<file path="src/verilog/pbc_pkg.sv">
// Shared types and constants of the bridge claim and parity block
package pbc_pkg;
	// --------------------------------------------------------------
	// Timing and reset values
	// --------------------------------------------------------------
	localparam int PBC_CLK_HZ = 40000000;
	localparam int PBC_PULSE_RESET_CLOCKS = 20;
	localparam logic [15:0] PBC_CMD_RESET = 16'h0000;
	localparam int PBC_CMD_PERR_BIT = 6;
	localparam int PBC_CMD_SERR_BIT = 8;
	localparam int PBC_DEVNUM_LSB = 11;
	localparam int PBC_IDSEL_LSB = 16;
	localparam int PBC_IDSEL_COUNT = 16;
	localparam logic [1:0] PBC_TYPE0 = 2'h0;
	localparam logic [1:0] PBC_TYPE1 = 2'h1;

	// --------------------------------------------------------------
	// Claim decision for one observed address phase
	// --------------------------------------------------------------
	typedef enum logic [1:0] {
		PBC_DEC_NONE,
		PBC_DEC_LOCAL,
		PBC_DEC_FAR
	} pbc_dec_t;

	typedef struct packed {
		logic [31:0] ad;
		logic [3:0] cbe;
		logic write;
		logic cfg_type1;
	} pbc_req_t;

	typedef struct packed {
		logic [31:0] ad;
		logic [3:0] cbe;
	} pbc_word_t;
endpackage

</file>
<file path="src/verilog/pbc_buf2.sv">
// Two-entry valid/ready buffer for forwarded words
`timescale 1ns/10ps
`default_nettype none
module pbc_buf2 #(
	parameter int WIDTH = 36
) (
	input wire logic sys_clk,
	input wire logic rst,
	input wire logic in_valid,
	output logic in_ready,
	input wire logic [WIDTH-1:0] in_data,
	output logic out_valid,
	input wire logic out_ready,
	output logic [WIDTH-1:0] out_data
);
	logic [WIDTH-1:0] mem_q [2];
	logic wp_q;
	logic rp_q;
	logic [1:0] cnt_q;
	logic push;
	logic pop;

	// ------------------------------------------------------------
	// Handshakes
	// ------------------------------------------------------------
	assign in_ready = (cnt_q != 2'h2);
	assign out_valid = (cnt_q != 2'h0);
	assign push = in_valid && in_ready;
	assign pop = out_valid && out_ready;
	assign out_data = mem_q[rp_q];

	// Storage
	always_ff @(posedge sys_clk) begin
		if (push) begin
			mem_q[wp_q] <= in_data;
		end
	end

	// Pointers and fill count
	always_ff @(posedge sys_clk or posedge rst) begin
		if (rst) begin
			wp_q <= 1'b0;
			rp_q <= 1'b0;
			cnt_q <= 2'h0;
		end else begin
			if (push) begin
				wp_q <= ~wp_q;
			end
			if (pop) begin
				rp_q <= ~rp_q;
			end
			if (push && !pop) begin
				cnt_q <= cnt_q + 2'h1;
			end else if (pop && !push) begin
				cnt_q <= cnt_q - 2'h1;
			end
		end
	end
endmodule
`default_nettype wire

</file>
<file path="src/verilog/pbc_sync.sv">
// Two-flop synchroniser for a group of bits
`timescale 1ns/10ps
`default_nettype none
module pbc_sync #(
	parameter int WIDTH = 1
) (
	input wire logic sys_clk,
	input wire logic rst,
	input wire logic [WIDTH-1:0] async_in,
	output logic [WIDTH-1:0] sync_out
);
	logic [WIDTH-1:0] meta_q;

	// First stage is read only by the second
	always_ff @(posedge sys_clk or posedge rst) begin
		if (rst) begin
			meta_q <= '0;
			sync_out <= '0;
		end else begin
			meta_q <= async_in;
			sync_out <= meta_q;
		end
	end
endmodule
`default_nettype wire

</file>
<file path="src/verilog/pbc_bridge.sv">
// Claim, parity and error logic of a two-port bus bridge
`timescale 1ns/10ps
`default_nettype none
// Notes on behaviour
// - Upstream local cycles are never claimed
// - Up-to-down cycle: claim, post or retry
// - Down-to-up cycle: claim, post or retry
// - Upstream cycle to nowhere stays unclaimed
// - Downstream local or nowhere stays unclaimed
// - Master abort drops frame, then irdy
// - Check parity on addresses and writes
// - Even parity, par one clock later
// - Read parity covers data and byte enables
// - Address parity error: one-clock serr pulse, two clocks later
// - Serr needs command bits 6 and 8
// - Write parity error: perr two clocks later
// - Target reports writes on perr; master read errors abort, no perr
// - Address parity error blocks the claim
// - Master read parity error causes abort
// - Type 1 to secondary becomes Type 0
// - Device number bits 15:11 select idsel
// - Register bits support RO RW W1C W1S W1R
module pbc_bridge
	import pbc_pkg::*;
(
	input wire logic sys_clk,
	input wire logic rst,
	input wire logic up_clk,
	input wire logic up_frame_n,
	input wire logic up_irdy_n,
	input wire logic [31:0] up_ad_in,
	input wire logic [3:0] up_cbe_n_in,
	input wire logic up_parity_in,
	input wire logic up_other_devsel_n,
	input wire logic up_hit_down,
	input wire logic up_hit_up,
	input wire logic up_write,
	input wire logic up_cfg_type1,
	input wire logic down_frame_n,
	input wire logic down_irdy_n,
	input wire logic [31:0] down_ad_in,
	input wire logic [3:0] down_cbe_n_in,
	input wire logic down_parity_in,
	input wire logic down_hit_up,
	input wire logic down_hit_down,
	input wire logic down_write,
	input wire logic down_target_devsel_n,
	input wire logic [31:0] read_data,
	input wire logic read_valid,
	input wire logic post_room,
	input wire logic cmd_wr,
	input wire logic [15:0] cmd_wdata,
	input wire logic [15:0] cmd_w1c,
	input wire logic [15:0] cmd_w1s,
	input wire logic [15:0] cmd_w1r,
	input wire logic [15:0] status_set,
	output logic [15:0] cmd_rdata,
	output logic [15:0] status_rdata,
	output logic [15:0] pulse_rdata,
	output logic up_devsel_n,
	output logic up_devsel_oe,
	output logic up_stop_n,
	output logic up_trdy_n,
	output logic up_parity,
	output logic up_parity_oe,
	output logic up_system_error_n,
	output logic up_system_error_oe,
	output logic up_parity_error_n,
	output logic up_parity_error_oe,
	output logic down_devsel_n,
	output logic down_devsel_oe,
	output logic down_stop_n,
	output logic down_parity,
	output logic down_parity_oe,
	output logic down_frame_out_n,
	output logic down_irdy_out_n,
	output logic down_master_oe,
	output logic down_master_abort,
	output logic [31:0] down_ad_out,
	output logic down_ad_oe,
	output logic fwd_valid,
	input wire logic fwd_ready,
	output pbc_word_t fwd_word
);
	// ------------------------------------------------------------
	// Synchronised inputs
	// ------------------------------------------------------------
	localparam int UPW = 1 + 1 + 32 + 4 + 1 + 1;
	localparam int DNW = 1 + 1 + 32 + 4 + 1 + 1;
	logic [UPW-1:0] up_s;
	logic [DNW-1:0] dn_s;
	logic up_clk_s;
	logic up_clk_d1_q;
	logic up_edge;
	logic uf_n, ui_n, up_pin, up_odev_n;
	logic [31:0] uad;
	logic [3:0] ucbe;
	logic df_n, di_n, dn_pin, dn_tdev_n;
	logic [31:0] dad;
	logic [3:0] dcbe;

	pbc_sync #(.WIDTH(UPW)) u_sync_up (
		.sys_clk(sys_clk),
		.rst(rst),
		.async_in({up_frame_n, up_irdy_n, up_ad_in, up_cbe_n_in, up_parity_in, up_other_devsel_n}),
		.sync_out(up_s)
	);
	pbc_sync #(.WIDTH(DNW)) u_sync_dn (
		.sys_clk(sys_clk),
		.rst(rst),
		.async_in({down_frame_n, down_irdy_n, down_ad_in, down_cbe_n_in, down_parity_in, down_target_devsel_n}),
		.sync_out(dn_s)
	);
	pbc_sync #(.WIDTH(1)) u_sync_clk (
		.sys_clk(sys_clk),
		.rst(rst),
		.async_in(up_clk),
		.sync_out(up_clk_s)
	);
	assign {uf_n, ui_n, uad, ucbe, up_pin, up_odev_n} = up_s;
	assign {df_n, di_n, dad, dcbe, dn_pin, dn_tdev_n} = dn_s;

	// Rising edge of the bus clock
	always_ff @(posedge sys_clk or posedge rst) begin
		if (rst) begin
			up_clk_d1_q <= 1'b0;
		end else begin
			up_clk_d1_q <= up_clk_s;
		end
	end
	assign up_edge = up_clk_s && !up_clk_d1_q;

	// ------------------------------------------------------------
	// Command register with its access kinds
	// ------------------------------------------------------------
	logic [15:0] cmd_q;
	logic [15:0] stat_q;
	logic [15:0] pulse_q;
	logic [4:0] pulse_cnt_q;

	always_ff @(posedge sys_clk or posedge rst) begin
		if (rst) begin
			cmd_q <= PBC_CMD_RESET;
		end else if (cmd_wr) begin
			cmd_q <= (cmd_wdata | cmd_w1s);
		end else begin
			cmd_q <= cmd_q | cmd_w1s;
		end
	end

	// Sticky status: hardware set wins over clear
	always_ff @(posedge sys_clk or posedge rst) begin
		if (rst) begin
			stat_q <= 16'h0000;
		end else begin
			stat_q <= (stat_q & ~cmd_w1c) | status_set;
		end
	end

	// Write one to reset, held for a fixed count
	always_ff @(posedge sys_clk or posedge rst) begin
		if (rst) begin
			pulse_q <= 16'h0000;
			pulse_cnt_q <= 5'h00;
		end else if (cmd_w1r != 16'h0000) begin
			pulse_q <= pulse_q | cmd_w1r;
			pulse_cnt_q <= 5'(PBC_PULSE_RESET_CLOCKS);
		end else if (pulse_cnt_q != 5'h00) begin
			pulse_cnt_q <= pulse_cnt_q - 5'h01;
		end else begin
			pulse_q <= 16'h0000;
		end
	end
	assign cmd_rdata = cmd_q;
	assign status_rdata = stat_q;
	assign pulse_rdata = pulse_q;

	// ------------------------------------------------------------
	// Upstream address phase, parity and claim
	// ------------------------------------------------------------
	logic uf_prev_q;
	logic addr_ph;
	logic addr_q, wdata_q, rdata_q;
	logic exp_par_q;
	logic in_cyc_q;
	logic cyc_write_q;
	logic claim_q;
	logic [1:0] serr_sr_q;
	logic [1:0] perr_sr_q;
	logic [31:0] addr_lat_q;
	logic [3:0] cbe_lat_q;
	logic buf_in_ready;
	logic can_post;

	assign addr_ph = up_edge && !uf_n && uf_prev_q;
	assign can_post = post_room && buf_in_ready; // Room in core and in buffer

	// Phase tracker: which phase the incoming par belongs to
	always_ff @(posedge sys_clk or posedge rst) begin
		if (rst) begin
			uf_prev_q <= 1'b1;
			addr_q <= 1'b0;
			wdata_q <= 1'b0;
			in_cyc_q <= 1'b0;
			cyc_write_q <= 1'b0;
			exp_par_q <= 1'b0;
			addr_lat_q <= 32'h0000_0000;
			cbe_lat_q <= 4'h0;
		end else if (up_edge) begin
			uf_prev_q <= uf_n;
			addr_q <= addr_ph;
			// Only a completed data phase is checked by us as target
			wdata_q <= in_cyc_q && cyc_write_q && !ui_n && !up_trdy_n;
			exp_par_q <= ^{uad, ucbe};
			if (addr_ph) begin
				in_cyc_q <= 1'b1;
				cyc_write_q <= up_write;
				addr_lat_q <= uad;
				cbe_lat_q <= ucbe;
			end else if (uf_n && ui_n) begin
				in_cyc_q <= 1'b0;
			end
		end
	end

	// Claim: far target only, no other claimant, clean address
	always_ff @(posedge sys_clk or posedge rst) begin
		if (rst) begin
			claim_q <= 1'b0;
		end else if (up_edge) begin
			if (addr_q) begin
				claim_q <= up_hit_down && !up_hit_up && up_odev_n
					&& (exp_par_q == up_pin);
			end else if (uf_n && ui_n) begin
				claim_q <= 1'b0;
			end
		end
	end
	assign up_devsel_n = !claim_q;
	assign up_devsel_oe = claim_q;
	assign up_stop_n = !(claim_q && (cyc_write_q ? !can_post : !read_valid));
	assign up_trdy_n = !(claim_q && (cyc_write_q ? can_post : read_valid));

	// Error pulses two clocks after the faulty phase
	always_ff @(posedge sys_clk or posedge rst) begin
		if (rst) begin
			serr_sr_q <= 2'h0;
			perr_sr_q <= 2'h0;
		end else if (up_edge) begin
			serr_sr_q <= {serr_sr_q[0], addr_q && (exp_par_q != up_pin)};
			perr_sr_q <= {perr_sr_q[0], wdata_q && (exp_par_q != up_pin)};
		end
	end
	assign up_system_error_oe = serr_sr_q[1] && cmd_q[PBC_CMD_PERR_BIT] && cmd_q[PBC_CMD_SERR_BIT];
	assign up_system_error_n = !up_system_error_oe;
	assign up_parity_error_oe = perr_sr_q[1] && cmd_q[PBC_CMD_PERR_BIT];
	assign up_parity_error_n = !up_parity_error_oe;

	// Read parity driven one bus clock after the data
	always_ff @(posedge sys_clk or posedge rst) begin
		if (rst) begin
			up_parity <= 1'b0;
			up_parity_oe <= 1'b0;
		end else if (up_edge) begin
			up_parity <= ^{read_data, ucbe};
			up_parity_oe <= claim_q && !cyc_write_q && read_valid;
		end
	end

	// ------------------------------------------------------------
	// Downstream claim, parity check and idsel translation
	// ------------------------------------------------------------
	logic df_prev_q, dclaim_q, daddr_q, dexp_q;
	logic [3:0] dev_num;
	logic [PBC_IDSEL_COUNT-1:0] idsel;

	always_ff @(posedge sys_clk or posedge rst) begin
		if (rst) begin
			df_prev_q <= 1'b1;
			daddr_q <= 1'b0;
			dexp_q <= 1'b0;
			dclaim_q <= 1'b0;
		end else if (up_edge) begin
			df_prev_q <= df_n;
			daddr_q <= !df_n && df_prev_q;
			dexp_q <= ^{dad, dcbe};
			if (daddr_q) begin
				dclaim_q <= down_hit_up && !down_hit_down && (dexp_q == dn_pin);
			end else if (df_n && di_n) begin
				dclaim_q <= 1'b0;
			end
		end
	end
	assign down_devsel_n = !dclaim_q;
	assign down_devsel_oe = dclaim_q;
	assign down_stop_n = !(dclaim_q && down_write && !post_room);

	assign dev_num = addr_lat_q[PBC_DEVNUM_LSB +: 4];
	// One-hot select from device number
	genvar gi;
	generate
		for (gi = 0; gi < PBC_IDSEL_COUNT; gi++) begin : g_idsel
			assign idsel[gi] = !addr_lat_q[PBC_DEVNUM_LSB + 4] && (dev_num == 4'(gi));
		end
	endgenerate

	// ------------------------------------------------------------
	// Master side on downstream bus with abort
	// ------------------------------------------------------------
	typedef enum logic [2:0] {
		PBC_M_IDLE,
		PBC_M_ADDR,
		PBC_M_WAIT,
		PBC_M_DROP,
		PBC_M_REL
	} pbc_mst_t;
	pbc_mst_t mst_q;
	logic [2:0] wait_q;
	pbc_req_t req_q;

	always_ff @(posedge sys_clk or posedge rst) begin
		if (rst) begin
			req_q <= '0;
		end else if (up_edge && addr_q && claim_q == 1'b0 && up_hit_down && !up_hit_up && up_odev_n) begin
			req_q.ad <= up_cfg_type1 ? {idsel, addr_lat_q[15:2], PBC_TYPE0} : addr_lat_q;
			req_q.cbe <= cbe_lat_q;
			req_q.write <= up_write;
			req_q.cfg_type1 <= up_cfg_type1;
		end
	end

	always_ff @(posedge sys_clk or posedge rst) begin
		if (rst) begin
			mst_q <= PBC_M_IDLE;
			wait_q <= 3'h0;
			down_master_abort <= 1'b0;
		end else if (up_edge) begin
			down_master_abort <= 1'b0;
			unique case (mst_q)
				PBC_M_IDLE: begin
					if (claim_q && !up_stop_n) begin
						mst_q <= PBC_M_ADDR;
					end
				end
				PBC_M_ADDR: begin
					mst_q <= PBC_M_WAIT;
					wait_q <= 3'h0;
				end
				PBC_M_WAIT: begin
					wait_q <= wait_q + 3'h1;
					if (!req_q.write && !dn_tdev_n && (dexp_q != dn_pin)) begin
						mst_q <= PBC_M_DROP;
						down_master_abort <= 1'b1;
					end else if (wait_q == 3'h4 && dn_tdev_n) begin
						mst_q <= PBC_M_DROP;
						down_master_abort <= 1'b1;
					end else if (!dn_tdev_n) begin
						mst_q <= PBC_M_DROP;
					end
				end
				// Frame already released, irdy follows one clock later
				PBC_M_DROP: begin
					mst_q <= PBC_M_REL;
				end
				PBC_M_REL: begin
					mst_q <= PBC_M_IDLE;
				end
			endcase
		end
	end
	assign down_master_oe = (mst_q != PBC_M_IDLE);
	assign down_frame_out_n = !(mst_q == PBC_M_ADDR || mst_q == PBC_M_WAIT);
	assign down_irdy_out_n = !(mst_q == PBC_M_WAIT || mst_q == PBC_M_DROP);
	assign down_ad_out = req_q.ad;
	assign down_ad_oe = (mst_q == PBC_M_ADDR);

	// Downstream address parity one clock after address
	always_ff @(posedge sys_clk or posedge rst) begin
		if (rst) begin
			down_parity <= 1'b0;
			down_parity_oe <= 1'b0;
		end else if (up_edge) begin
			down_parity <= ^{req_q.ad, req_q.cbe};
			down_parity_oe <= (mst_q == PBC_M_ADDR);
		end
	end

	// ------------------------------------------------------------
	// Posted write words through the two-entry buffer
	// ------------------------------------------------------------
	pbc_buf2 #(.WIDTH(36)) u_buf (
		.sys_clk(sys_clk),
		.rst(rst),
		.in_valid(up_edge && cyc_write_q && !ui_n && !up_trdy_n),
		.in_ready(buf_in_ready),
		.in_data({uad, ucbe}),
		.out_valid(fwd_valid),
		.out_ready(fwd_ready),
		.out_data(fwd_word)
	);
endmodule
`default_nettype wire

</file>
<file path="config.mk">
export PLATFORM = sky130hd
export DESIGN_NAME = pbc_bridge
export DESIGN_NICKNAME = d
export VERILOG_FILES = /design/src/verilog/pbc_pkg.sv /design/src/verilog/pbc_buf2.sv /design/src/verilog/pbc_sync.sv /design/src/verilog/pbc_bridge.sv
export SDC_FILE = /design/constraint.sdc
export NUM_CORES = 1
export LEC_CHECK = 0
export ABC_AREA = 0
export BUFFER_PORTS_ARGS = -buffer_cell sky130_fd_sc_hd__buf_2
export CORE_MARGIN = 2
export CORE_UTILIZATION = 35
export DETAILED_ROUTE_END_ITERATION = 10
export HOLD_SLACK_MARGIN = 0.02
export PLACE_DENSITY = 0.64
export SLEW_MARGIN = 20
export SYNTH_ARGS = -nofsm -noshare
export SYNTH_HDL_FRONTEND = slang
export SYNTH_HIERARCHICAL = 1
export SYNTH_SLANG_ARGS = --single-unit
</file>
<file path="constraint.sdc">
create_clock -name sys_clk -period 11.35 [get_ports sys_clk]
set_clock_uncertainty 0.1 [all_clocks]
set_input_delay 1.7025 -clock sys_clk [delete_from_list [all_inputs] [get_ports sys_clk]]
set_output_delay 1.7025 -clock sys_clk [all_outputs]
set_load 0.1 [all_outputs]
</file>
==> flow_metrics.tcl <==
set metrics [dict create \
    status "finished clean" \
    ctsLongestPathBuffers 3 \
    critPathKind "in -> out" \
    power_density_nw_per_um2 241 \
    gp_congestion 0.750 \
    grt_pass1_wl_um 48700 \
    num_vias 8600 \
    yosysWarnings 6 \
    clock_sinks 391 \
    wl_per_cell_um 16.2 \
    synth.avg_cell_area_um2 14.6 \
    cp_slowest_stage_delay_ns 0.43 \
    pin_count 343 \
    max_cap_viol_count 0 \
    critPathSlowestCell "buf_2" \
    grt_pass1_vias 8916 \
    final_nets 1551 \
    area_delta_synth_final_pct 24.3 \
    ctsResizeCount 0 \
    p_sw_share_pct 35.4 \
    critical_path_buf_inv_count 2 \
    htreeDepth 2 \
    postCtsSetupBuffers 0 \
    cp.required_ns 9.55 \
    dr.pass1.iters 7 \
    switchingPower_w 0.00156 \
    syn_nets 1216 \
    die_x_um 209 \
    vias_per_cell 4.49 \
    rsz0062_at_grt "no" \
    drive_above_1_share_pct 36.9 \
    fin_crit_sh_pct 40.0 \
    crit_chain "buf_2 > nor2b_1 > a31oi_1 > nand2b_1 > buf_2" \
    numCtsBuffers 42 \
    crit_path_frequent_cell "buf_2" \
    die-area_um2 43600 \
    start_kind "input pin" \
    critPathLaunch "read_valid" \
    core-area_um2 41700 \
    max-vdd-ir-drop_v 0.000217 \
    p_comb_share_pct 29.1 \
    overflow 0 \
    yosysUniqueCellTypes 44 \
    start_util_pct 35.2 \
    holdWs_ns 0.242 \
    cp_top_family "buffers and inverters" \
    ctsHoldBuffers 0 \
    antenna_found_initial 6 \
    ys_seq_area_share_pct 69.1 \
    clock.fmax_mhz 220 \
    hold_class "reg -> reg" \
    p_int_w 0.00284 \
    synth_cells 1006 \
    slew_viol_final 0 \
    rows 75 \
    hpwl_um 21400 \
    totalWireLength_um 31100 \
    insertion_delay_ns 0.55 \
    grt_max_degree 81 \
    slew_headroom_pct 29.8 \
    drt_iter0_drc 410 \
    arrival_ns 2.74 \
    finalSetupTns_ns 0 \
    worstPathMaxFanout 3 \
    p_seq_share_pct 37.8 \
    cts.clk_slew.worst_paths_ns 0.06 \
    hold_violations 0 \
    port_buffers 342 \
    synth-seq-cells 391 \
    postRouteAntennaNets 0 \
    period_minus_slack_ns 4.55 \
    hold_start "u_sync_dn/meta_q[19]$_DFF_PP0_" \
    finalSetupViolCount 0 \
    grt_util_all_layers_pct 14.4 \
    p_leak_nw 8.20 \
    cts_root_buffer "clkbuf_16" \
    die_h_um 209 \
    worstMarginPinSlew_ns 1.05 \
    syn-cell-area_um2 14700 \
    regToRegStartpoint "u_buf/cnt_q[0]$_DFFE_PP0P_" \
    tritoncts "built" \
    drcViolationCount 0 \
    clkPwrFrac_pct 33.1 \
    cp-end-kind "output port" \
]
==> cells in the mapped netlist, drive strengths merged <==
library cell | instances | area (um^2)
dfrtp | 317 | 7930
xnor2 | 122 | 1080
mux2 | 80 | 1010
edfxtp | 72 | 2160
nand2 | 61 | 229
inv | 50 | 188
buf | 45 | 362
nor2 | 45 | 176
o21ai | 32 | 160
a21o | 23 | 173
nor2b | 18 | 113
a211o | 16 | 140
xor2 | 15 | 131
clkbuf | 13 | 48.8
a21oi | 12 | 60.1
o21a | 12 | 90.1
o221ai | 12 | 105
nand3 | 10 | 50.1
nand2b | 6 | 45.0
nor4 | 6 | 37.5
nand3b | 5 | 37.5
a31oi | 4 | 25.0
ha | 4 | 50.1
nor3 | 4 | 20.0
xnor3 | 4 | 90.1
a32oi | 3 | 26.3
a22o | 2 | 17.5
and3 | 2 | 12.5
dfstp | 2 | 52.6
o31a | 2 | 17.5
or3 | 2 | 12.5
a22oi | 1 | 7.51
and2b | 1 | 7.51
nand4 | 1 | 6.26
nor3b | 1 | 7.51
or2 | 1 | 6.26
==> placed cells by master, fill, tap and decap left out, types with 7 or more instances in the layout <==
cell type  instances
dfrtp_1          316
nand3_1           10
xor2_1            15
a211o_1           16
clkbuf_16         45
xnor2_1          121
a21o_1            23
bufinv_16          7
o21ai_0           30
nand2_1           61
mux2_4            29
inv_1             47
nor2_1            42
a21oi_1           12
edfxtp_1          72
o221ai_1          12
o21a_1            12
mux2_2            51
buf_2            342
nor2b_1           18
==> final cells by class <==
class	instances	area, um^2
clock inverters	24	305
fillers	3845	23400
inverters	50	194
multi-input cells	507	3960
repair buffers	349	1770
clock buffers	54	1190
diodes	3	7.51
flip-flops and latches	391	10100
well taps	539	674
==> metrics by stage <==
step | instance area, um^2 | power [W] | setup slack, ns | utilization (%) | cells
after floorplan | 14700 | 0.00278 | 5.43 | - | 1006
after global placement | 16700 | 0.00297 | 6.85 | 40.2 | 1836
after detailed placement | 16700 | 0.00298 | 6.82 | 40.2 | 1836
after CTS | 18200 | 0.00447 | 6.81 | 43.8 | 1914
after global routing | 18200 | 0.00459 | 6.72 | 43.8 | 1915
final | 18200 | 0.00439 | 6.80 | 43.8 | 1917
==> logic make-up after synthesis <==
family / synth area share (%)
adders and majority gates: 0.341
muxes: 6.88
xor gates and xnor gates: 8.84
and+or+nand+nor: 5.18
AOI/OAI and AO/OA: 5.60
DFF: 69.1
buffers and inverters: 4.07
==> power by group through the flow <==
stage                     sequential (W)  combinational [W]  clock, W
after floorplan                  0.00175            0.00103         0
after global placement           0.00168            0.00129         0
after detailed placement         0.00169            0.00130         0
after CTS                        0.00166            0.00130   0.00150
after global routing             0.00168            0.00136   0.00155
final                            0.00166            0.00128   0.00145
==> per-layer routing <==
| metal | share of wire [%] | GRT usage, % | up-vias |
|---|---|---|---|
| li1 | - | - | 4033 |
| met1 | 43 | 18.7 | 4266 |
| met2 | 47 | 23.1 | 239 |
| met3 | 6.9 | 3.97 | 56 |
| met4 | 2.5 | 5.20 | 6 |
| met5 | 0.12 | 0 | - |
==> sequential cells by signal (all words and copies together) (netlist names), 2 cells and up <==
| register | count |
|---|---|
| pulse_rdata | 16 |
| u_sync_dn/sync_out | 40 |
| status_rdata | 16 |
| u_sync_up/sync_out | 40 |
| perr_sr_q | 2 |
| cbe_lat_q | 4 |
| u_sync_up/meta_q | 40 |
| cmd_rdata | 16 |
| u_buf/mem_q | 72 |
| down_ad_out | 32 |
| mst_q | 3 |
| req_q | 5 |
| u_buf/cnt_q | 2 |
| pulse_cnt_q | 5 |
| addr_lat_q | 32 |
| serr_sr_q | 2 |
| u_sync_dn/meta_q | 40 |
| wait_q | 3 |
==> path summary, 6_finish.rpt <==
| check | endpoint | slack, ns | depth (start not counted) |
|---|---|---|---|
| min in group asynchronous | u_sync_clk/sync_out$_DFF_PP0_ | 0.98 | 2 |
| setup / recovery | up_trdy_n | 6.80 | 5 |
| hold / removal | u_sync_dn/sync_out[19]$_DFF_PP0_ | 0.24 | 0 |
| hold reg to reg | u_sync_dn/sync_out[19]$_DFF_PP0_ | 0.24 | 0 |
| max in group asynchronous | down_ad_out[1]$_DFFE_PP0P_ | 8.74 | 3 |
| setup reg to reg | u_buf/mem_q[1][6]$_DFFE_PP_ | 8.63 | 4 |
No activity file was read; power rests on OpenSTA's default activity.
